[config.mk]
export PLATFORM = sky130hd
export DESIGN_NAME = lcct_link_control
export DESIGN_NICKNAME = d
export VERILOG_FILES = /design/src/lcct_pkg.sv /design/src/lcct_edge_sync.sv /design/src/lcct_link_control.sv
export SDC_FILE = /design/constraint.sdc
export NUM_CORES = 1
export LEC_CHECK = 0
export BUFFER_PORTS_ARGS = -buffer_cell sky130_fd_sc_hd__buf_2
export CAP_MARGIN = 20
export CORE_MARGIN = 8
export CORE_UTILIZATION = 46
export DETAILED_ROUTE_END_ITERATION = 12
export GPL_TIMING_DRIVEN = 0
export PLACE_DENSITY = 0.85
export SYNTH_ARGS = -nofsm -noshare
export SYNTH_HDL_FRONTEND = slang
export SYNTH_SLANG_ARGS = --single-unit
[constraint.sdc]
create_clock -name ref_clk -period 4 [get_ports ref_clk]
set_input_delay 0.4 -clock ref_clk [delete_from_list [all_inputs] [get_ports ref_clk]]
set_output_delay 0.4 -clock ref_clk [all_outputs]
set_load 0.03 [all_outputs]
[src/lcct_pkg.sv]
// Package: link control register map, field layout and cycle timer constants
package lcct_pkg;

    // APB map
    localparam int unsigned APB_AW           = 12;
    localparam logic [11:0] LC_SET_ADDR      = 12'h0e0;
    localparam logic [11:0] LC_CLR_ADDR      = 12'h0e4;
    localparam logic [11:0] OFFSET_STAT_ADDR = 12'h0f0;

    // Field positions in the link control word
    localparam int unsigned LC_SRC_BIT    = 22;
    localparam int unsigned LC_MASTER_BIT = 21;
    localparam int unsigned LC_EN_BIT     = 20;
    localparam int unsigned LC_PHY_BIT    = 10;
    localparam int unsigned LC_SID_BIT    = 9;
    localparam int unsigned LC_LOCK_BIT   = 6;
    localparam logic [31:0] LC_WRITABLE_MASK = 32'h0070_0640;
    localparam logic [31:0] LC_RESET_VALUE   = 32'h0000_0000;

    // Cycle timer: 125 us period at a 24.576 MHz tick
    localparam int unsigned TICK_FREQ_KHZ   = 24576;
    localparam int unsigned CYCLE_PERIOD_US = 125;
    localparam int unsigned TICKS_PER_CYCLE = CYCLE_PERIOD_US * TICK_FREQ_KHZ / 1000;
    localparam int unsigned OFFSET_W        = 12;
    localparam logic [11:0] OFFSET_MAX      = 12'(TICKS_PER_CYCLE - 1);
    localparam logic [11:0] OFFSET_RESET    = 12'h000;

    // Control fields as seen by the rest of the link
    typedef struct packed {
        logic rollover_source_select;
        logic root_start_packet_gen;
        logic offset_count_enable;
        logic accept_phy_packets;
        logic accept_self_id_packets;
        logic sync_filter_force_lock;
    } lcct_ctl_t;

    // Received cycle start packet
    typedef struct packed {
        logic        valid;
        logic [11:0] offset;
    } lcct_cyc_start_t;

endpackage : lcct_pkg

[src/lcct_edge_sync.sv]
// Two-flop synchroniser with rising-edge pulse for the external rollover pin
`timescale 1ns/1ps
module lcct_edge_sync (
    input  wire logic ref_clk,
    input  wire logic reset,
    input  wire logic async_in,
    output logic      rise_pulse
);

    logic meta_q;
    logic sync_q;
    logic last_q;
    logic rise_q;

    // Synchroniser; first stage feeds only the second
    always_ff @(posedge ref_clk or posedge reset) begin
        if (reset) begin
            meta_q <= 1'b0;
            sync_q <= 1'b0;
        end else begin
            meta_q <= async_in;
            sync_q <= meta_q;
        end
    end

    // Edge detect on the settled level
    always_ff @(posedge ref_clk or posedge reset) begin
        if (reset) begin
            last_q <= 1'b0;
            rise_q <= 1'b0;
        end else begin
            last_q <= sync_q;
            rise_q <= sync_q & ~last_q;
        end
    end

    assign rise_pulse = rise_q;

endmodule : lcct_edge_sync

[src/lcct_link_control.sv]
// Link control register with APB slave and the cycle timer offset it steers
//
// The APB interface to the registers is this design's own decision.
`timescale 1ns/1ps
module lcct_link_control
    import lcct_pkg::*;
#(
    parameter int unsigned NUM_IR_CTX = 4
) (
    input  wire logic                  ref_clk,
    input  wire logic                  reset,
    // APB slave
    input  wire logic                  psel,
    input  wire logic                  penable,
    input  wire logic                  pwrite,
    input  wire logic [APB_AW-1:0]     paddr,
    input  wire logic [31:0]           pwdata,
    input  wire logic [3:0]            pstrb,
    output logic                       pready,
    output logic [31:0]                prdata,
    output logic                       pslverr,
    // Cycle timer
    input  wire logic                  offset_tick,
    input  wire logic                  external_rollover_input,
    input  wire logic                  overlong_period_event,
    input  wire lcct_cyc_start_t       rx_cycle_start,
    output logic [OFFSET_W-1:0]        cycle_offset,
    output logic                       cycle_rollover,
    output logic                       cycle_start_req,
    // Receiver gating
    input  wire logic                  phy_pkt_rcvd,
    input  wire logic                  self_id_rcvd,
    input  wire logic                  async_receive_ctx_enabled,
    output logic                       phy_pkt_accept,
    output logic                       self_id_accept,
    // Isochronous receive match sync filter bits
    input  wire logic [NUM_IR_CTX-1:0] sync_filter_sw,
    output logic [NUM_IR_CTX-1:0]      per_context_sync_filter,
    // Control fields for the rest of the link
    output lcct_ctl_t                  link_ctl
);

    ////////////////////////////////////////////////////////////////////////////
    // Functions

    // Byte strobes to a bit mask
    function automatic logic [31:0] strb_mask(input logic [3:0] strb);
        logic [31:0] m;
        m = 32'h0000_0000;
        for (int i = 0; i < 4; i++) begin
            m[i*8 +: 8] = {8{strb[i]}};
        end
        return m;
    endfunction : strb_mask

    // Control fields packed into the register word
    function automatic logic [31:0] ctl_word(input lcct_ctl_t c);
        logic [31:0] w;
        w = LC_RESET_VALUE;
        w[LC_SRC_BIT]    = c.rollover_source_select;
        w[LC_MASTER_BIT] = c.root_start_packet_gen;
        w[LC_EN_BIT]     = c.offset_count_enable;
        w[LC_PHY_BIT]    = c.accept_phy_packets;
        w[LC_SID_BIT]    = c.accept_self_id_packets;
        w[LC_LOCK_BIT]   = c.sync_filter_force_lock;
        return w;
    endfunction : ctl_word

    // Address is one of the mapped registers
    function automatic logic addr_hit(input logic [APB_AW-1:0] a);
        return (a == LC_SET_ADDR) || (a == LC_CLR_ADDR) || (a == OFFSET_STAT_ADDR);
    endfunction : addr_hit

    ////////////////////////////////////////////////////////////////////////////
    // State

    lcct_ctl_t           ctl_q;
    logic                pready_q;
    logic [31:0]         prdata_q;
    logic                pslverr_q;
    logic [OFFSET_W-1:0] offset_q;
    logic                rollover_q;
    logic                start_req_q;
    logic                phy_acc_q;
    logic                sid_acc_q;
    logic [NUM_IR_CTX-1:0] sync_filter_q;
    logic                ext_edge;
    logic                bus_setup;
    logic                bus_done;
    logic                wr_set;
    logic                wr_clr;
    logic [31:0]         wr_bits;
    logic                rx_load;

    ////////////////////////////////////////////////////////////////////////////
    // APB slave: no wait states, answer prepared in the setup cycle

    // Bus phase decode
    assign bus_setup = psel & ~penable;
    assign bus_done  = psel & penable & pready_q;
    assign wr_set    = bus_done & pwrite & (paddr == LC_SET_ADDR);
    assign wr_clr    = bus_done & pwrite & (paddr == LC_CLR_ADDR);
    assign wr_bits   = pwdata & strb_mask(pstrb) & LC_WRITABLE_MASK;

    // Ready raised for the access phase only
    always_ff @(posedge ref_clk or posedge reset) begin
        if (reset) begin
            pready_q <= 1'b0;
        end else begin
            pready_q <= bus_setup;
        end
    end

    // Read data and error captured at setup
    always_ff @(posedge ref_clk or posedge reset) begin
        if (reset) begin
            prdata_q  <= 32'h0000_0000;
            pslverr_q <= 1'b0;
        end else if (bus_setup) begin
            pslverr_q <= ~addr_hit(paddr);
            if (pwrite) begin
                prdata_q <= 32'h0000_0000;
            end else if ((paddr == LC_SET_ADDR) || (paddr == LC_CLR_ADDR)) begin
                prdata_q <= ctl_word(ctl_q);
            end else if (paddr == OFFSET_STAT_ADDR) begin
                prdata_q <= {20'h0_0000, offset_q};
            end else begin
                prdata_q <= 32'h0000_0000;
            end
        end
    end

    ////////////////////////////////////////////////////////////////////////////
    // Link control register

    // Ordinary set/clear fields
    always_ff @(posedge ref_clk or posedge reset) begin
        if (reset) begin
            ctl_q.rollover_source_select <= 1'b0;
            ctl_q.offset_count_enable    <= 1'b0;
            ctl_q.accept_phy_packets     <= 1'b0;
            ctl_q.accept_self_id_packets <= 1'b0;
        end else if (wr_set) begin
            ctl_q.rollover_source_select <= ctl_q.rollover_source_select | wr_bits[LC_SRC_BIT];
            ctl_q.offset_count_enable    <= ctl_q.offset_count_enable | wr_bits[LC_EN_BIT];
            ctl_q.accept_phy_packets     <= ctl_q.accept_phy_packets | wr_bits[LC_PHY_BIT];
            ctl_q.accept_self_id_packets <= ctl_q.accept_self_id_packets | wr_bits[LC_SID_BIT];
        end else if (wr_clr) begin
            ctl_q.rollover_source_select <= ctl_q.rollover_source_select & ~wr_bits[LC_SRC_BIT];
            ctl_q.offset_count_enable    <= ctl_q.offset_count_enable & ~wr_bits[LC_EN_BIT];
            ctl_q.accept_phy_packets     <= ctl_q.accept_phy_packets & ~wr_bits[LC_PHY_BIT];
            ctl_q.accept_self_id_packets <= ctl_q.accept_self_id_packets & ~wr_bits[LC_SID_BIT];
        end
    end

    // Master bit; the overlong event beats any software set
    always_ff @(posedge ref_clk or posedge reset) begin
        if (reset) begin
            ctl_q.root_start_packet_gen <= 1'b0;
        end else if (overlong_period_event) begin
            ctl_q.root_start_packet_gen <= 1'b0;
        end else if (wr_set && wr_bits[LC_MASTER_BIT]) begin
            ctl_q.root_start_packet_gen <= 1'b1;
        end else if (wr_clr && wr_bits[LC_MASTER_BIT]) begin
            ctl_q.root_start_packet_gen <= 1'b0;
        end
    end

    // Lock bit: set only, cleared by global reset
    always_ff @(posedge ref_clk or posedge reset) begin
        if (reset) begin
            ctl_q.sync_filter_force_lock <= 1'b0;
        end else if (wr_set && wr_bits[LC_LOCK_BIT]) begin
            ctl_q.sync_filter_force_lock <= 1'b1;
        end
    end

    ////////////////////////////////////////////////////////////////////////////
    // Cycle timer offset

    // External rollover pin, synchronised
    lcct_edge_sync u_ext_sync (
        .ref_clk    (ref_clk),
        .reset      (reset),
        .async_in   (external_rollover_input),
        .rise_pulse (ext_edge)
    );

    // Resync from received cycle start when not root
    assign rx_load = rx_cycle_start.valid & ~ctl_q.root_start_packet_gen;

    // Offset counter and rollover pulse
    always_ff @(posedge ref_clk or posedge reset) begin
        if (reset) begin
            offset_q   <= OFFSET_RESET;
            rollover_q <= 1'b0;
        end else begin
            rollover_q <= 1'b0;
            if (!ctl_q.offset_count_enable) begin
                offset_q <= offset_q;
            end else if (rx_load) begin
                offset_q <= rx_cycle_start.offset;
            end else if (ctl_q.rollover_source_select) begin
                if (ext_edge) begin
                    offset_q   <= OFFSET_RESET;
                    rollover_q <= 1'b1;
                end else if (offset_tick) begin
                    offset_q <= offset_q + 12'h001;
                end
            end else if (offset_tick) begin
                if (offset_q >= OFFSET_MAX) begin
                    offset_q   <= OFFSET_RESET;
                    rollover_q <= 1'b1;
                end else begin
                    offset_q <= offset_q + 12'h001;
                end
            end
        end
    end

    // Cycle start request while root
    always_ff @(posedge ref_clk or posedge reset) begin
        if (reset) begin
            start_req_q <= 1'b0;
        end else begin
            start_req_q <= ctl_q.offset_count_enable & ~rx_load & ctl_q.root_start_packet_gen
                         & (ctl_q.rollover_source_select ? ext_edge
                            : (offset_tick & (offset_q >= OFFSET_MAX)));
        end
    end

    ////////////////////////////////////////////////////////////////////////////
    // Receiver gating and sync filter forcing

    // PHY and self-ID packet acceptance
    always_ff @(posedge ref_clk or posedge reset) begin
        if (reset) begin
            phy_acc_q <= 1'b0;
            sid_acc_q <= 1'b0;
        end else begin
            phy_acc_q <= phy_pkt_rcvd & ctl_q.accept_phy_packets
                       & async_receive_ctx_enabled;
            sid_acc_q <= self_id_rcvd & ctl_q.accept_self_id_packets;
        end
    end

    // Per-context filter bits, forced high under lock
    always_ff @(posedge ref_clk or posedge reset) begin
        if (reset) begin
            sync_filter_q <= '0;
        end else if (ctl_q.sync_filter_force_lock) begin
            sync_filter_q <= '1;
        end else begin
            sync_filter_q <= sync_filter_sw;
        end
    end

    // Outputs, all from flops
    assign pready                  = pready_q;
    assign prdata                  = prdata_q;
    assign pslverr                 = pslverr_q;
    assign cycle_offset            = offset_q;
    assign cycle_rollover          = rollover_q;
    assign cycle_start_req         = start_req_q;
    assign phy_pkt_accept          = phy_acc_q;
    assign self_id_accept          = sid_acc_q;
    assign per_context_sync_filter = sync_filter_q;
    assign link_ctl                = ctl_q;
endmodule : lcct_link_control

==> run metrics <==
CP Max Fanout 10; FF-to-FF End cycle_offset[0]; EDFF count, synth 0; Seq pwr share 0.515; Worst-path clk slew 0.09 ns; Top Ports 136; Hold/Removal Path Class in2async; GR Layer Usage met3 0.0676; vias in the first global route 2022; share of the synthesized area in the top cell type 0.530; setup slack after layout 1.55 ns; cts hold-fix bufs 0; FMAX 408 MHz; Mapped Area 2220 um2; Ys Warns 0; Clock Latency Late Sink 0.30 ns; CTS tree done; most used routing layer met2; ANT cells 0; fraction of layout cells with a size suffix above 1 0.388; synthesized area per cell 10.5 um2; CP Class reg2reg; CP endpoint kind flip-flop; Root Buffer clkbuf_8; Power Dens Cells 321 nW/um2; # DRC 0; Pint 708 uW; # clock sinks 47; sequential-to-total area share from yosys stat 0.530; Initial Util 0.473; Total Neg Setup Slack 0 ns; clock network fraction of design power 0.370; post-CTS setup buffers 0; Longest Clk Path Bufs 2; router iterations before antenna repair 4; hpwl dp 4920 um; Register-to-Register Path Depth 7; combinational fraction of design power 0.115; critical path launch point type flip-flop; dpl ws 1.42 ns; core region area 4690 um2; cell count after synthesis 211; actual slew at the worst max-slew pin 1.07 ns; GRT overflow 0; Post-synth ARST share 1.00; top post-synthesis cells by area dfrtp_1, buf_4, a22o_1, o21ai_0, a31oi_1; dominant synthesized flop cell dfrtp_1; IO Port Bufs 89; GP Congestion 0.919; VDD IR max 0.000183 V; #FFs+latches synth 47; skew final 0.00803 ns; reg2reg start cycle_offset[0]; Fill cells 416; Die X 85.4 um; switch share 0.246; Crit path arrival time 2.62 ns; Area Growth Syn to Fin 31.8%; CP required 4.17 ns; M1 GR Usage 0.197; min Tclk post-route 2.45 ns; multi-input logic area 901 um2; CTS resizes 0; status finished clean; R2R Setup Slk 1.55 ns; Iter 0 DRT Violations 124; antenna violations before repair 0; Routed wire per std cell 16.5 um; routed vias/inst 5.36; Die Height 85.4 um; Slew Viols, Final 0; Final Cycle Share 0.613; first-pass GRT wire length 9980 um; sequential cell area 1180 um2; most instantiated library cell after synthesis dfrtp_1; fin nets 401; post-synthesis cell type count 45; Hold Vio Cnt, Final 0; H-tree depth 2; Die ar. 7300 um2; Yosys top cell by area dfrtp_1; Psw 231 uW; routed vias 2033; Slew HR 0.280; largest net degree at the start of global routing 31; num rows 25; CTS Buf Count 5; Tot GR Track Use 0.171; setup violators final 0; grt met2 use 0.285; unrepaired setup endpoints after global routing no; # Max-Cap Violations 0; Post-synth top cells dfrtp_1, buf_4, o21ai_0; DRT Wirelength 6260 um; Post-DRT Antenna Nets 0; Leak 0.00154 uW
[kinds of logic after synthesis]
family / synth area share
buffers and inverters: 0.0903
AOI/OAI and AO/OA: 0.225
muxes: 0.00508
and+or+nand+nor: 0.142
adders and majority gates: 0.00564
DFF: 0.530
other: 0.00169
[through the flow]
stage	hold WS [ns]	power (uW)	cell area, um2	utilization	cells
floorplan	0.331	561	2280	-	227
global placement	0.334	596	2790	0.595	370
detailed placement	0.355	600	2810	0.599	371
CTS	0.0796	949	2920	0.623	379
global route	0.107	980	2920	0.623	379
finish	0.0808	938	2920	0.623	379
[power by group through the flow]
| stage | logic (uW) | clock network [uW] | registers, uW |
|---|---|---|---|
| 4_1_cts | 108 | 359 | 483 |
| 2_1_floorplan | 61.0 | 0 | 500 |
| 3_5_place_dp | 107 | 0 | 492 |
| 5_1_grt | 119 | 378 | 483 |
| 6_report | 108 | 347 | 483 |
| 3_3_place_gp | 104 | 0 | 492 |
[final cells by class]
| cell class | count | area share |
|---|---|---|
| Inverter | 11 | 0.0141 |
| Clock inverter | 3 | 0.0150 |
| Clock buffer | 5 | 0.0235 |
| Multi-Input combinational cell | 144 | 0.308 |
| Tap cell | 54 | 0.0231 |
| Buffer | 25 | 0.0544 |
| Timing Repair Buffer | 90 | 0.159 |
| Sequential cell | 47 | 0.402 |
[cells in the final DEF, fill, tap and decap left out, types with 2 or more instances in the layout]
master	Yosys	routed
buf_2	1	90
dfrtp_1	47	47
buf_4	17	17
conb_1	1	17
o21ai_0	13	13
a22o_1	12	12
nand2_1	11	11
inv_1	11	10
nor2_1	9	9
a31oi_1	9	9
clkbuf_1	7	7
a21oi_1	7	7
nor2b_1	6	6
nand3_1	6	6
a22oi_1	5	5
clkbuf_8	0	5
nor3_1	4	4
o2bb2ai_1	4	4
or2_2	4	4
and2_1	3	3
o22ai_1	3	3
a32oi_1	3	3
nand4_1	2	2
o31a_1	2	2
a41oi_1	2	2
a221oi_1	2	2
[flip-flops by register name, indices dropped and copies added, names as in the netlist, 2 cells and up, named ones only]
| register | flops |
|---|---|
| cycle_offset | 12 |
| link_ctl | 2 |
| per_context_sync_filter | 4 |
| prdata | 15 |
[routing by layer]
layer / up-vias / routed length [um]
li1: 979 / -
met1: 940 / 2540
met2: 106 / 3010
met3: 8 / 637
met4: 0 / 64
met5: - / 0
[critical path, stage by stage, from the launching register on]
cell and delay (ns):
dfrtp_1 0.45, ha_1 0.25, nand4_1 0.22, nor3_1 0.53, a21oi_1 0.24, clkbuf_1 0.28
a221oi_1 0.29, a21oi_1 0.07
[worst max path at each step]
| stage | endpoint | cells past startpoint | start | slack [ns] |
|---|---|---|---|---|
| after CTS | cycle_offset[0] | 7 | cycle_offset[0] | 1.60 |
| after global routing | cycle_offset[1] | 7 | cycle_offset[1] | 1.30 |
| after global placement | prdata[5] | 6 | paddr[9] | 1.44 |
| final | cycle_offset[0] | 7 | cycle_offset[0] | 1.55 |
| after detailed placement | prdata[11] | 6 | paddr[9] | 1.42 |
| after floorplan | prdata[2] | 5 | paddr[9] | 1.67 |
(Power assumes the default switching activity.)
